File: src/logic/bdc_cfg.svh
`ifndef BDC_CFG_SVH
`define BDC_CFG_SVH
// Overview of operation
// - Direction 01 mem-to-periph, 10 periph-to-mem, 11 periph-to-periph.
// - Destination steps up 01, down 10, fixed 11.
// - 28-bit initial/current destination address, reset zero.
// - Count bits 31:30 select request source.
// - Fixed handshake, unit transfer fields read 00/01.
// - Interrupt: 00 none, 10 per unit, 11 terminal.
// - Auto-reload reloads at zero, keeps enable set.
// - After reload, wait for start or request.
// - Enabled channel serves gated requests or start.
// - Enable clear blocks new units; a unit in flight completes.
// - Cancel aborts transfer and clears enable.
// - Terminal count clears enable unless auto-reload.
// - Count drops 1, 2 or 4 per unit.
// - 20-bit byte count, reset zero.
// - Size 00 byte, 01 half, 10 word.
// - Command 11 cancels; command field self-clears.
// - Request gate passes requests only at 00.

// -----------------------------------------------------------------------
// Register byte offsets
// -----------------------------------------------------------------------
`define BDC_OFF_CTRL 8'h00
`define BDC_OFF_ISRC 8'h04
`define BDC_OFF_IDES 8'h08
`define BDC_OFF_INITIAL_COUNT 8'h0c
`define BDC_OFF_CSRC 8'h10
`define BDC_OFF_CDES 8'h14
`define BDC_OFF_CURRENT_COUNT 8'h18

// -----------------------------------------------------------------------
// Field positions and codes
// -----------------------------------------------------------------------
`define BDC_HI_MSB 31
`define BDC_HI_LSB 30
`define BDC_MID_MSB 29
`define BDC_MID_LSB 28
`define BDC_ADDR_MSB 27
`define BDC_ADDR_W 28
`define BDC_CNT_MSB 19
`define BDC_CNT_W 20
`define BDC_INTM_MSB 23
`define BDC_INTM_LSB 22
`define BDC_AR_BIT 21
`define BDC_EN_BIT 20
`define BDC_GATE_MSB 3
`define BDC_GATE_LSB 2
`define BDC_CMD_MSB 1
`define BDC_CMD_LSB 0
`define BDC_FIXED_MODES 6'h04
`define BDC_CMD_START 2'h1
`define BDC_CMD_CANCEL 2'h3
`define BDC_GATE_OPEN 2'h0
`define BDC_DIR_RESERVED 2'h0
`define BDC_STEP_INC 2'h1
`define BDC_STEP_DEC 2'h2
`define BDC_SIZE_BYTE 2'h0
`define BDC_SIZE_HALF 2'h1
`define BDC_INT_UNIT 2'h2
`define BDC_INT_TC 2'h3
`define BDC_STAT_READY 2'h0
`define BDC_STAT_BUSY 2'h1
`define BDC_REQ_W 4

// -----------------------------------------------------------------------
// Reset values
// -----------------------------------------------------------------------
`define BDC_RST_FIELD2 2'h0
`define BDC_RST_ADDR 28'h0000000
`define BDC_RST_CNT 20'h00000
`endif

File: src/logic/bdc_pkg.sv
`default_nettype none
`include "bdc_cfg.svh"
package bdc_pkg;
	typedef enum logic [1:0] {
		BDC_IDLE = 2'h0,
		BDC_BUSY = 2'h1
	} bdc_state_e;

	typedef struct packed {
		bdc_state_e state;
		logic [1:0] gate;
		logic [1:0] dest_dir;
		logic [1:0] dest_step;
		logic [27:0] init_dest;
		logic [27:0] cur_dest;
		logic [1:0] size;
		logic [1:0] src_step;
		logic [27:0] init_src;
		logic [27:0] cur_src;
		logic [1:0] req_src;
		logic [1:0] int_mode;
		logic auto_reload;
		logic en;
		logic [19:0] init_count;
		logic [19:0] cur_count;
		logic run;
		logic req_pend;
		logic [3:0] req_s1;
		logic [3:0] req_s2;
		logic req_old;
		logic [31:0] rdata;
		logic irq;
		logic xfer_valid;
	} bdc_state_s;
endpackage : bdc_pkg
`default_nettype wire

File: src/logic/bdc_step_if.sv
`default_nettype none
interface bdc_step_if;
	logic [1:0] size;
	logic [1:0] dest_step;
	logic [1:0] src_step;
	logic [27:0] dest_addr;
	logic [27:0] src_addr;
	logic [19:0] count;
	logic [27:0] next_dest;
	logic [27:0] next_src;
	logic [19:0] next_count;
	logic terminal;

	modport user (output size, dest_step, src_step, dest_addr, src_addr,
		count, input next_dest, next_src, next_count, terminal);
	modport calc (input size, dest_step, src_step, dest_addr, src_addr,
		count, output next_dest, next_src, next_count, terminal);
endinterface : bdc_step_if
`default_nettype wire

File: src/logic/bdc_step.sv
`default_nettype none
`include "bdc_cfg.svh"
module bdc_step (
	bdc_step_if.calc st
);
	logic [19:0] bytes;

	// A size of 11 is unused; it steps as a word so the channel never stalls.
	always_comb begin
		case (st.size)
			`BDC_SIZE_BYTE: bytes = 20'h00001;
			`BDC_SIZE_HALF: bytes = 20'h00002;
			default: bytes = 20'h00004;
		endcase
	end

	// A count that is not a multiple of the size ends at zero, not wrapping.
	assign st.next_count = (st.count > bytes) ? st.count - bytes
		: `BDC_RST_CNT;
	assign st.terminal = (st.next_count == `BDC_RST_CNT);

	function automatic logic [27:0] step_addr(input logic [27:0] a,
		input logic [1:0] mode, input logic [27:0] b);
		case (mode)
			`BDC_STEP_INC: step_addr = a + b;
			`BDC_STEP_DEC: step_addr = a - b;
			default: step_addr = a;
		endcase
	endfunction

	assign st.next_dest = step_addr(st.dest_addr, st.dest_step,
		{8'h00, bytes});
	assign st.next_src = step_addr(st.src_addr, st.src_step, {8'h00, bytes});
endmodule // bdc_step
`default_nettype wire

File: src/logic/bdc_channel.sv
// Implementation choices: the placing of the registers and strobed register access.
`default_nettype none
`include "bdc_cfg.svh"
module bdc_channel (
	input wire logic clock,
	input wire logic reset,
	input wire logic [7:0] reg_addr,
	input wire logic [31:0] reg_wdata,
	input wire logic reg_write,
	input wire logic reg_read,
	output logic [31:0] reg_rdata,
	input wire logic [3:0] dma_req,
	output logic xfer_valid,
	input wire logic xfer_done,
	output logic [1:0] xfer_dir,
	output logic [1:0] xfer_size,
	output logic [27:0] xfer_src,
	output logic [27:0] xfer_dest,
	output logic irq_pulse
);
	bdc_pkg::bdc_state_s s;
	bdc_pkg::bdc_state_s next_s;
	bdc_step_if st ();

	logic [1:0] cmd;
	logic wr_ctrl;
	logic wr_isrc;
	logic wr_ides;
	logic wr_initial_count;
	logic cancel;
	logic start;
	logic req_now;
	logic req_edge;
	logic [1:0] status;
	logic [31:0] cnt_upper;

	bdc_step i_bdc_step (
		.st(st)
	);

	assign st.size = s.size;
	assign st.dest_step = s.dest_step;
	assign st.src_step = s.src_step;
	assign st.dest_addr = s.cur_dest;
	assign st.src_addr = s.cur_src;
	assign st.count = s.cur_count;

	// -------------------------------------------------------------------
	// Register decode
	// -------------------------------------------------------------------
	assign wr_ctrl = reg_write && (reg_addr == `BDC_OFF_CTRL);
	assign wr_isrc = reg_write && (reg_addr == `BDC_OFF_ISRC);
	assign wr_ides = reg_write && (reg_addr == `BDC_OFF_IDES);
	assign wr_initial_count = reg_write && (reg_addr == `BDC_OFF_INITIAL_COUNT);
	assign cmd = reg_wdata[`BDC_CMD_MSB:`BDC_CMD_LSB];
	assign cancel = wr_ctrl && (cmd == `BDC_CMD_CANCEL);
	assign start = wr_ctrl && (cmd == `BDC_CMD_START);

	// Only the selected source is watched; selection 00 names no source.
	assign req_now = (s.req_src != 2'h0) && s.req_s2[s.req_src];
	assign req_edge = req_now && !s.req_old;

	assign status = (s.state == bdc_pkg::BDC_BUSY) ? `BDC_STAT_BUSY
		: `BDC_STAT_READY;
	assign cnt_upper = {s.req_src, `BDC_FIXED_MODES, s.int_mode,
		s.auto_reload, s.en, 20'h00000};

	// -------------------------------------------------------------------
	// Next state
	// -------------------------------------------------------------------
	always_comb begin
		next_s = s;
		next_s.irq = 1'b0;
		next_s.rdata = 32'h00000000;
		next_s.req_s1 = dma_req;
		next_s.req_s2 = s.req_s1;
		next_s.req_old = req_now;

		// A request edge in the cycle it is consumed stays pending.
		if (req_edge) begin
			next_s.req_pend = 1'b1;
		end

		if (wr_ctrl) begin
			next_s.gate = reg_wdata[`BDC_GATE_MSB:`BDC_GATE_LSB];
		end
		if (wr_isrc) begin
			next_s.size = reg_wdata[`BDC_HI_MSB:`BDC_HI_LSB];
			next_s.src_step = reg_wdata[`BDC_MID_MSB:`BDC_MID_LSB];
			next_s.init_src = reg_wdata[`BDC_ADDR_MSB:0];
		end
		if (wr_ides) begin
			next_s.dest_dir = reg_wdata[`BDC_HI_MSB:`BDC_HI_LSB];
			next_s.dest_step = reg_wdata[`BDC_MID_MSB:`BDC_MID_LSB];
			next_s.init_dest = reg_wdata[`BDC_ADDR_MSB:0];
		end
		if (wr_initial_count) begin
			next_s.req_src = reg_wdata[`BDC_HI_MSB:`BDC_HI_LSB];
			next_s.int_mode = reg_wdata[`BDC_INTM_MSB:`BDC_INTM_LSB];
			next_s.auto_reload = reg_wdata[`BDC_AR_BIT];
			next_s.en = reg_wdata[`BDC_EN_BIT];
			next_s.init_count = reg_wdata[`BDC_CNT_MSB:0];
			// Enabling arms the channel from the values written earlier.
			if (reg_wdata[`BDC_EN_BIT] && !s.en) begin
				next_s.cur_count = s.init_count;
				next_s.cur_dest = s.init_dest;
				next_s.cur_src = s.init_src;
				next_s.run = 1'b0;
			end
		end
		if (start && s.en) begin
			next_s.run = 1'b1;
		end

		case (s.state)
			bdc_pkg::BDC_IDLE: begin
				// Reserved direction or empty count never starts a unit.
				if (s.en && !cancel && (s.cur_count != `BDC_RST_CNT)
					&& (s.dest_dir != `BDC_DIR_RESERVED)
					&& (s.run || (s.req_pend
					&& s.gate == `BDC_GATE_OPEN))) begin
					next_s.state = bdc_pkg::BDC_BUSY;
					next_s.xfer_valid = 1'b1;
					if (!s.run) begin
						next_s.req_pend = req_edge;
					end
				end
			end
			bdc_pkg::BDC_BUSY: begin
				if (xfer_done) begin
					next_s.xfer_valid = 1'b0;
					next_s.state = bdc_pkg::BDC_IDLE;
					next_s.cur_count = st.next_count;
					next_s.cur_dest = st.next_dest;
					next_s.cur_src = st.next_src;
					if (s.int_mode == `BDC_INT_UNIT) begin
						next_s.irq = 1'b1;
					end
					if (st.terminal) begin
						next_s.run = 1'b0;
						if (s.int_mode == `BDC_INT_TC) begin
							next_s.irq = 1'b1;
						end
						if (s.auto_reload) begin
							next_s.cur_count = s.init_count;
							next_s.cur_dest = s.init_dest;
							next_s.cur_src = s.init_src;
						end else begin
							next_s.en = 1'b0;
						end
					end
				end
			end
			default: begin
				next_s.state = bdc_pkg::BDC_IDLE;
				next_s.xfer_valid = 1'b0;
			end
		endcase

		// Cancel wins over state, enable and requests; a unit finishing now still updates count, addresses and irq.
		if (cancel) begin
			next_s.state = bdc_pkg::BDC_IDLE;
			next_s.xfer_valid = 1'b0;
			next_s.en = 1'b0;
			next_s.run = 1'b0;
			next_s.req_pend = 1'b0;
		end

		if (reg_read) begin
			case (reg_addr)
				`BDC_OFF_CTRL: next_s.rdata = {26'h0000000, status,
					s.gate, 2'h0};
				`BDC_OFF_ISRC: next_s.rdata = {s.size, s.src_step, s.init_src};
				`BDC_OFF_IDES: next_s.rdata = {s.dest_dir, s.dest_step,
					s.init_dest};
				`BDC_OFF_INITIAL_COUNT: next_s.rdata = cnt_upper
					| {12'h000, s.init_count};
				`BDC_OFF_CSRC: next_s.rdata = {s.size, s.src_step, s.cur_src};
				`BDC_OFF_CDES: next_s.rdata = {s.dest_dir, s.dest_step,
					s.cur_dest};
				`BDC_OFF_CURRENT_COUNT: next_s.rdata = cnt_upper
					| {12'h000, s.cur_count};
				default: next_s.rdata = 32'h00000000;
			endcase
		end
	end

	// -------------------------------------------------------------------
	// State register
	// -------------------------------------------------------------------
	always_ff @(posedge clock) begin
		if (reset) begin
			s <= '0;
			s.state <= bdc_pkg::BDC_IDLE;
			s.init_dest <= `BDC_RST_ADDR;
			s.cur_dest <= `BDC_RST_ADDR;
			s.init_count <= `BDC_RST_CNT;
			s.cur_count <= `BDC_RST_CNT;
			s.dest_dir <= `BDC_RST_FIELD2;
		end else begin
			s <= next_s;
		end
	end

	assign reg_rdata = s.rdata;
	assign xfer_valid = s.xfer_valid;
	assign xfer_dir = s.dest_dir;
	assign xfer_size = s.size;
	assign xfer_src = s.cur_src;
	assign xfer_dest = s.cur_dest;
	assign irq_pulse = s.irq;
endmodule // bdc_channel
`default_nettype wire

File: config.mk
export PLATFORM = sky130hd
export DESIGN_NAME = bdc_channel
export DESIGN_NICKNAME = d
export VERILOG_FILES = /design/src/logic/bdc_pkg.sv /design/src/logic/bdc_step_if.sv /design/src/logic/bdc_step.sv /design/src/logic/bdc_channel.sv
export VERILOG_INCLUDE_DIRS = /design/src /design/src/logic
export SDC_FILE = /design/constraint.sdc
export NUM_CORES = 1
export LEC_CHECK = 0
export ABC_AREA = 1
export BUFFER_PORTS_ARGS = -buffer_cell sky130_fd_sc_hd__clkbuf_2
export CORE_MARGIN = 5
export CORE_UTILIZATION = 45
export CTS_CLUSTER_SIZE = 20
export DETAILED_ROUTE_END_ITERATION = 8
export PLACE_DENSITY_LB_ADDON = 0.15
export SLEW_MARGIN = 10
export SYNTH_ARGS = -nofsm -noshare
export SYNTH_HDL_FRONTEND = slang
export SYNTH_SLANG_ARGS = --single-unit
export TNS_END_PERCENT = 30
File: constraint.sdc
create_clock -name clock -period 3.5 [get_ports clock]
set_input_delay 0.35 -clock clock [delete_from_list [all_inputs] [get_ports clock]]
set_output_delay 0.35 -clock clock [all_outputs]
set_load 0.01 [all_outputs]
==> results.md <==
* P per Cell Area at 318 nW/um2
* Post-route minimum period at 3.33 ns
* Worst Max-Slew Pin Slew at 0.899 ns
* Post-synthesis register bit count at 211
* Drt total wl at 58600 um
* Crit Path Class: flip-flop to flip-flop
* Ys async rst share at 0%
* Vias per Instance at 5.71
* Final GP Congestion at 1.01
* Design area at 16800 um2
* # nets final at 2610
* CTS H-tree lvls at 1
* Crit path max fanout at 4
* Area of the mapped netlist at 15400 um2
* WL/cell at 19.8 um
* Critical Path Sink Type: flip-flop
* Initial antenna violation count at 0
* Leak at 7.56 nW
* CP startpoint: xfer_size[0]
* CTS tree: built
* Seq/Total Area, Yosys at 27.3%
* Clock Tree Buf Depth at 3
* Initial Util at 45.8%
* Status: complete, no violations
* Synth area leaders: dfxtp_1, nand2_1, a21oi_1
* Final hold vios at 0
* Worst path arrival time at 3.75 ns
* Reg clk slew, reported paths at 0.06 ns
* Antenna Diode Count at 0
* Max_cap viols at 0
* Unique cell type count in the Yosys netlist at 45
* Crit path launch type: flip-flop
* Layout cell share with drive strength beyond 1 at 10.4%
* Most frequent cells in the layout: nand2_1, inv_1, a21oi_1, o21ai_0, dfxtp_1
* Syn_nets at 2609
* Clock root buffer: clkbuf_16
* Detailed Place HPWL at 44700 um
* DR DRC count at 0
* Cells after Synth at 2495
* P&R area growth vs syn at 8.64%
* CP required at 3.92 ns
* Final Skew at 0.00794 ns
* Global-route wire length before repair at 91100 um
* Max Freq at 300 MHz
* Worst hold start: dma_req[2]
* First-pass DRT Iterations at 6
* Setup-failing EPs final at 0
* Place WS at 0.209 ns
* Die Footprint at 38100 um2
* Most common cell after layout, fill and taps aside: nand2_1
* Maximum VDD drop at 447 uV
* Mean post-synth cell area at 6.19 um2
* Total track usage at 29.4%
* Fillcell total at 3580
* Multi-input logic area at 8730 um2
* Hold_buf cts at 0
* Latest clock arrival within the worst-skew pair at 0.52 ns
* Total CTS buffers at 24
* Ys Warns at 0
* Post-Place Cell Area at 15900 um2
* Share of the synthesized area in the top cell type at 27.3%
* Final worst slack at 0.171 ns
* Routed Antenna Nets at 0
* Vias in the first global route at 15570
* Global route overflow at 0
* Die Ht at 195 um
* # IOs at 143
* Placeable core region at 33700 um2
* Cell Rows at 67
* Final worst path period share at 95.1%
* Port-buffer cells at 141
* Post-synth EDFFs at 0
* Ys flop type: dfxtp_1
* CTS sink cnt at 211
* Fin Hold WS at 0.0174 ns
* Register area at 4230 um2
* Slew Limit Headroom at 40.0%
* Chip Width at 195 um
* Synth area leader: dfxtp_1
* Reg2reg start: xfer_size[0]
* Slew Viols, Final at 0
* DR vias at 16885
* DR iter-0 viols at 1663
* RSZ-0062 raised after global routing: true
* Worst Hold Class: input pin to flip-flop
* Largest net degree at the start of global routing at 87
-- kinds of logic after synthesis --
logic type | Yosys count | synth area share, %
compound gates | 613 | 21.2
flops | 211 | 27.3
xor+xnor | 23 | 1.30
buf+inv | 555 | 16.2
fa+ha+maj | 65 | 5.41
simple gates | 1028 | 28.6
-- critical path, cell delays in order, from the launching register on --
cell and delay [ns]:
dfxtp_1 0.37, inv_1 0.11, nor2_1 0.16, inv_1 0.12, ha_1 0.23, xnor2_1 0.19, o21ai_0 0.15, ha_1 0.25
a21oi_1 0.32, nand2_1 0.26, inv_1 0.09, o21ai_0 0.10, buf_4 0.18, nand2_1 0.10, nand4_1 0.11, nand3_1 0.15
nand2_1 0.08, nand2_1 0.08, nand3_1 0.07, nand2_1 0.08, inv_1 0.04
-- state kept, by name (all words and copies together), names as in the netlist, 3 cells and up --
register and count:
xfer_src 28, s 84, xfer_dest 28, reg_rdata 32
st.count 20, next_s 3, cnt_upper 6
-- metrics by stage --
stage          utilization [%]  std cells  total power, mW  TNS (ns)
6_report                  49.8       2959             5.33         0
2_1_floorplan                -       2495             2.62         0
4_1_cts                   49.7       2959             5.35         0
3_3_place_gp              47.3       2918             2.74         0
5_1_grt                   49.8       2959             5.49   -0.0305
3_5_place_dp              47.3       2918             2.74         0
-- final timing paths --
check	to	slack, ns	cells after the start
worst max register to register	xfer_dest[22]	0.17	20
worst max-delay path	xfer_dest[22]	0.17	20
worst min-delay path	next_s[37]	0.02	3
worst min register to register	s[38]	0.40	2
-- synthesized netlist by cell type, drive strengths merged (13+ instances only) --
| master | count |
|---|---|
| a21oi | 273 |
| a31oi | 13 |
| buf | 136 |
| clkbuf | 79 |
| dfxtp | 211 |
| ha | 62 |
| inv | 337 |
| nand2 | 537 |
| nand3 | 160 |
| nand4 | 81 |
| nor2 | 199 |
| nor3 | 33 |
| o21ai | 230 |
| o22ai | 62 |
| xnor2 | 18 |
-- where the power goes --
part           total [mW]  internal (mW)  switching, mW  leakage, nW
registers            2.41           2.41        0.00437         1.70
clock network        2.63           1.60           1.03        0.400
logic               0.284         0.0715          0.212         5.46
-- layout make-up --
| type | instances | area share [%] |
|---|---|---|
| clock inverters | 8 | 0.701 |
| well taps | 448 | 3.34 |
| flip-flops and latches | 211 | 25.2 |
| repair buffers | 190 | 6.96 |
| clock buffers | 33 | 4.15 |
| multi-input cells | 1729 | 52.0 |
| inverters | 340 | 7.64 |
-- metal layers --
layer | global-route usage [%] | routed length (um) | up-vias
met5 | 0 | 0 | -
met4 | 6.10 | 1210 | 0
met3 | 3.36 | 4950 | 82
met2 | 46.5 | 25800 | 755
met1 | 43.4 | 26600 | 7857
li1 | - | - | 8191
-- repair_timing --
action                     CTS  global route
buffers inserted             0             0
resized for setup            0             8
setup endpoints to repair    0            63
No activity file was read; power rests on OpenSTA's default activity.
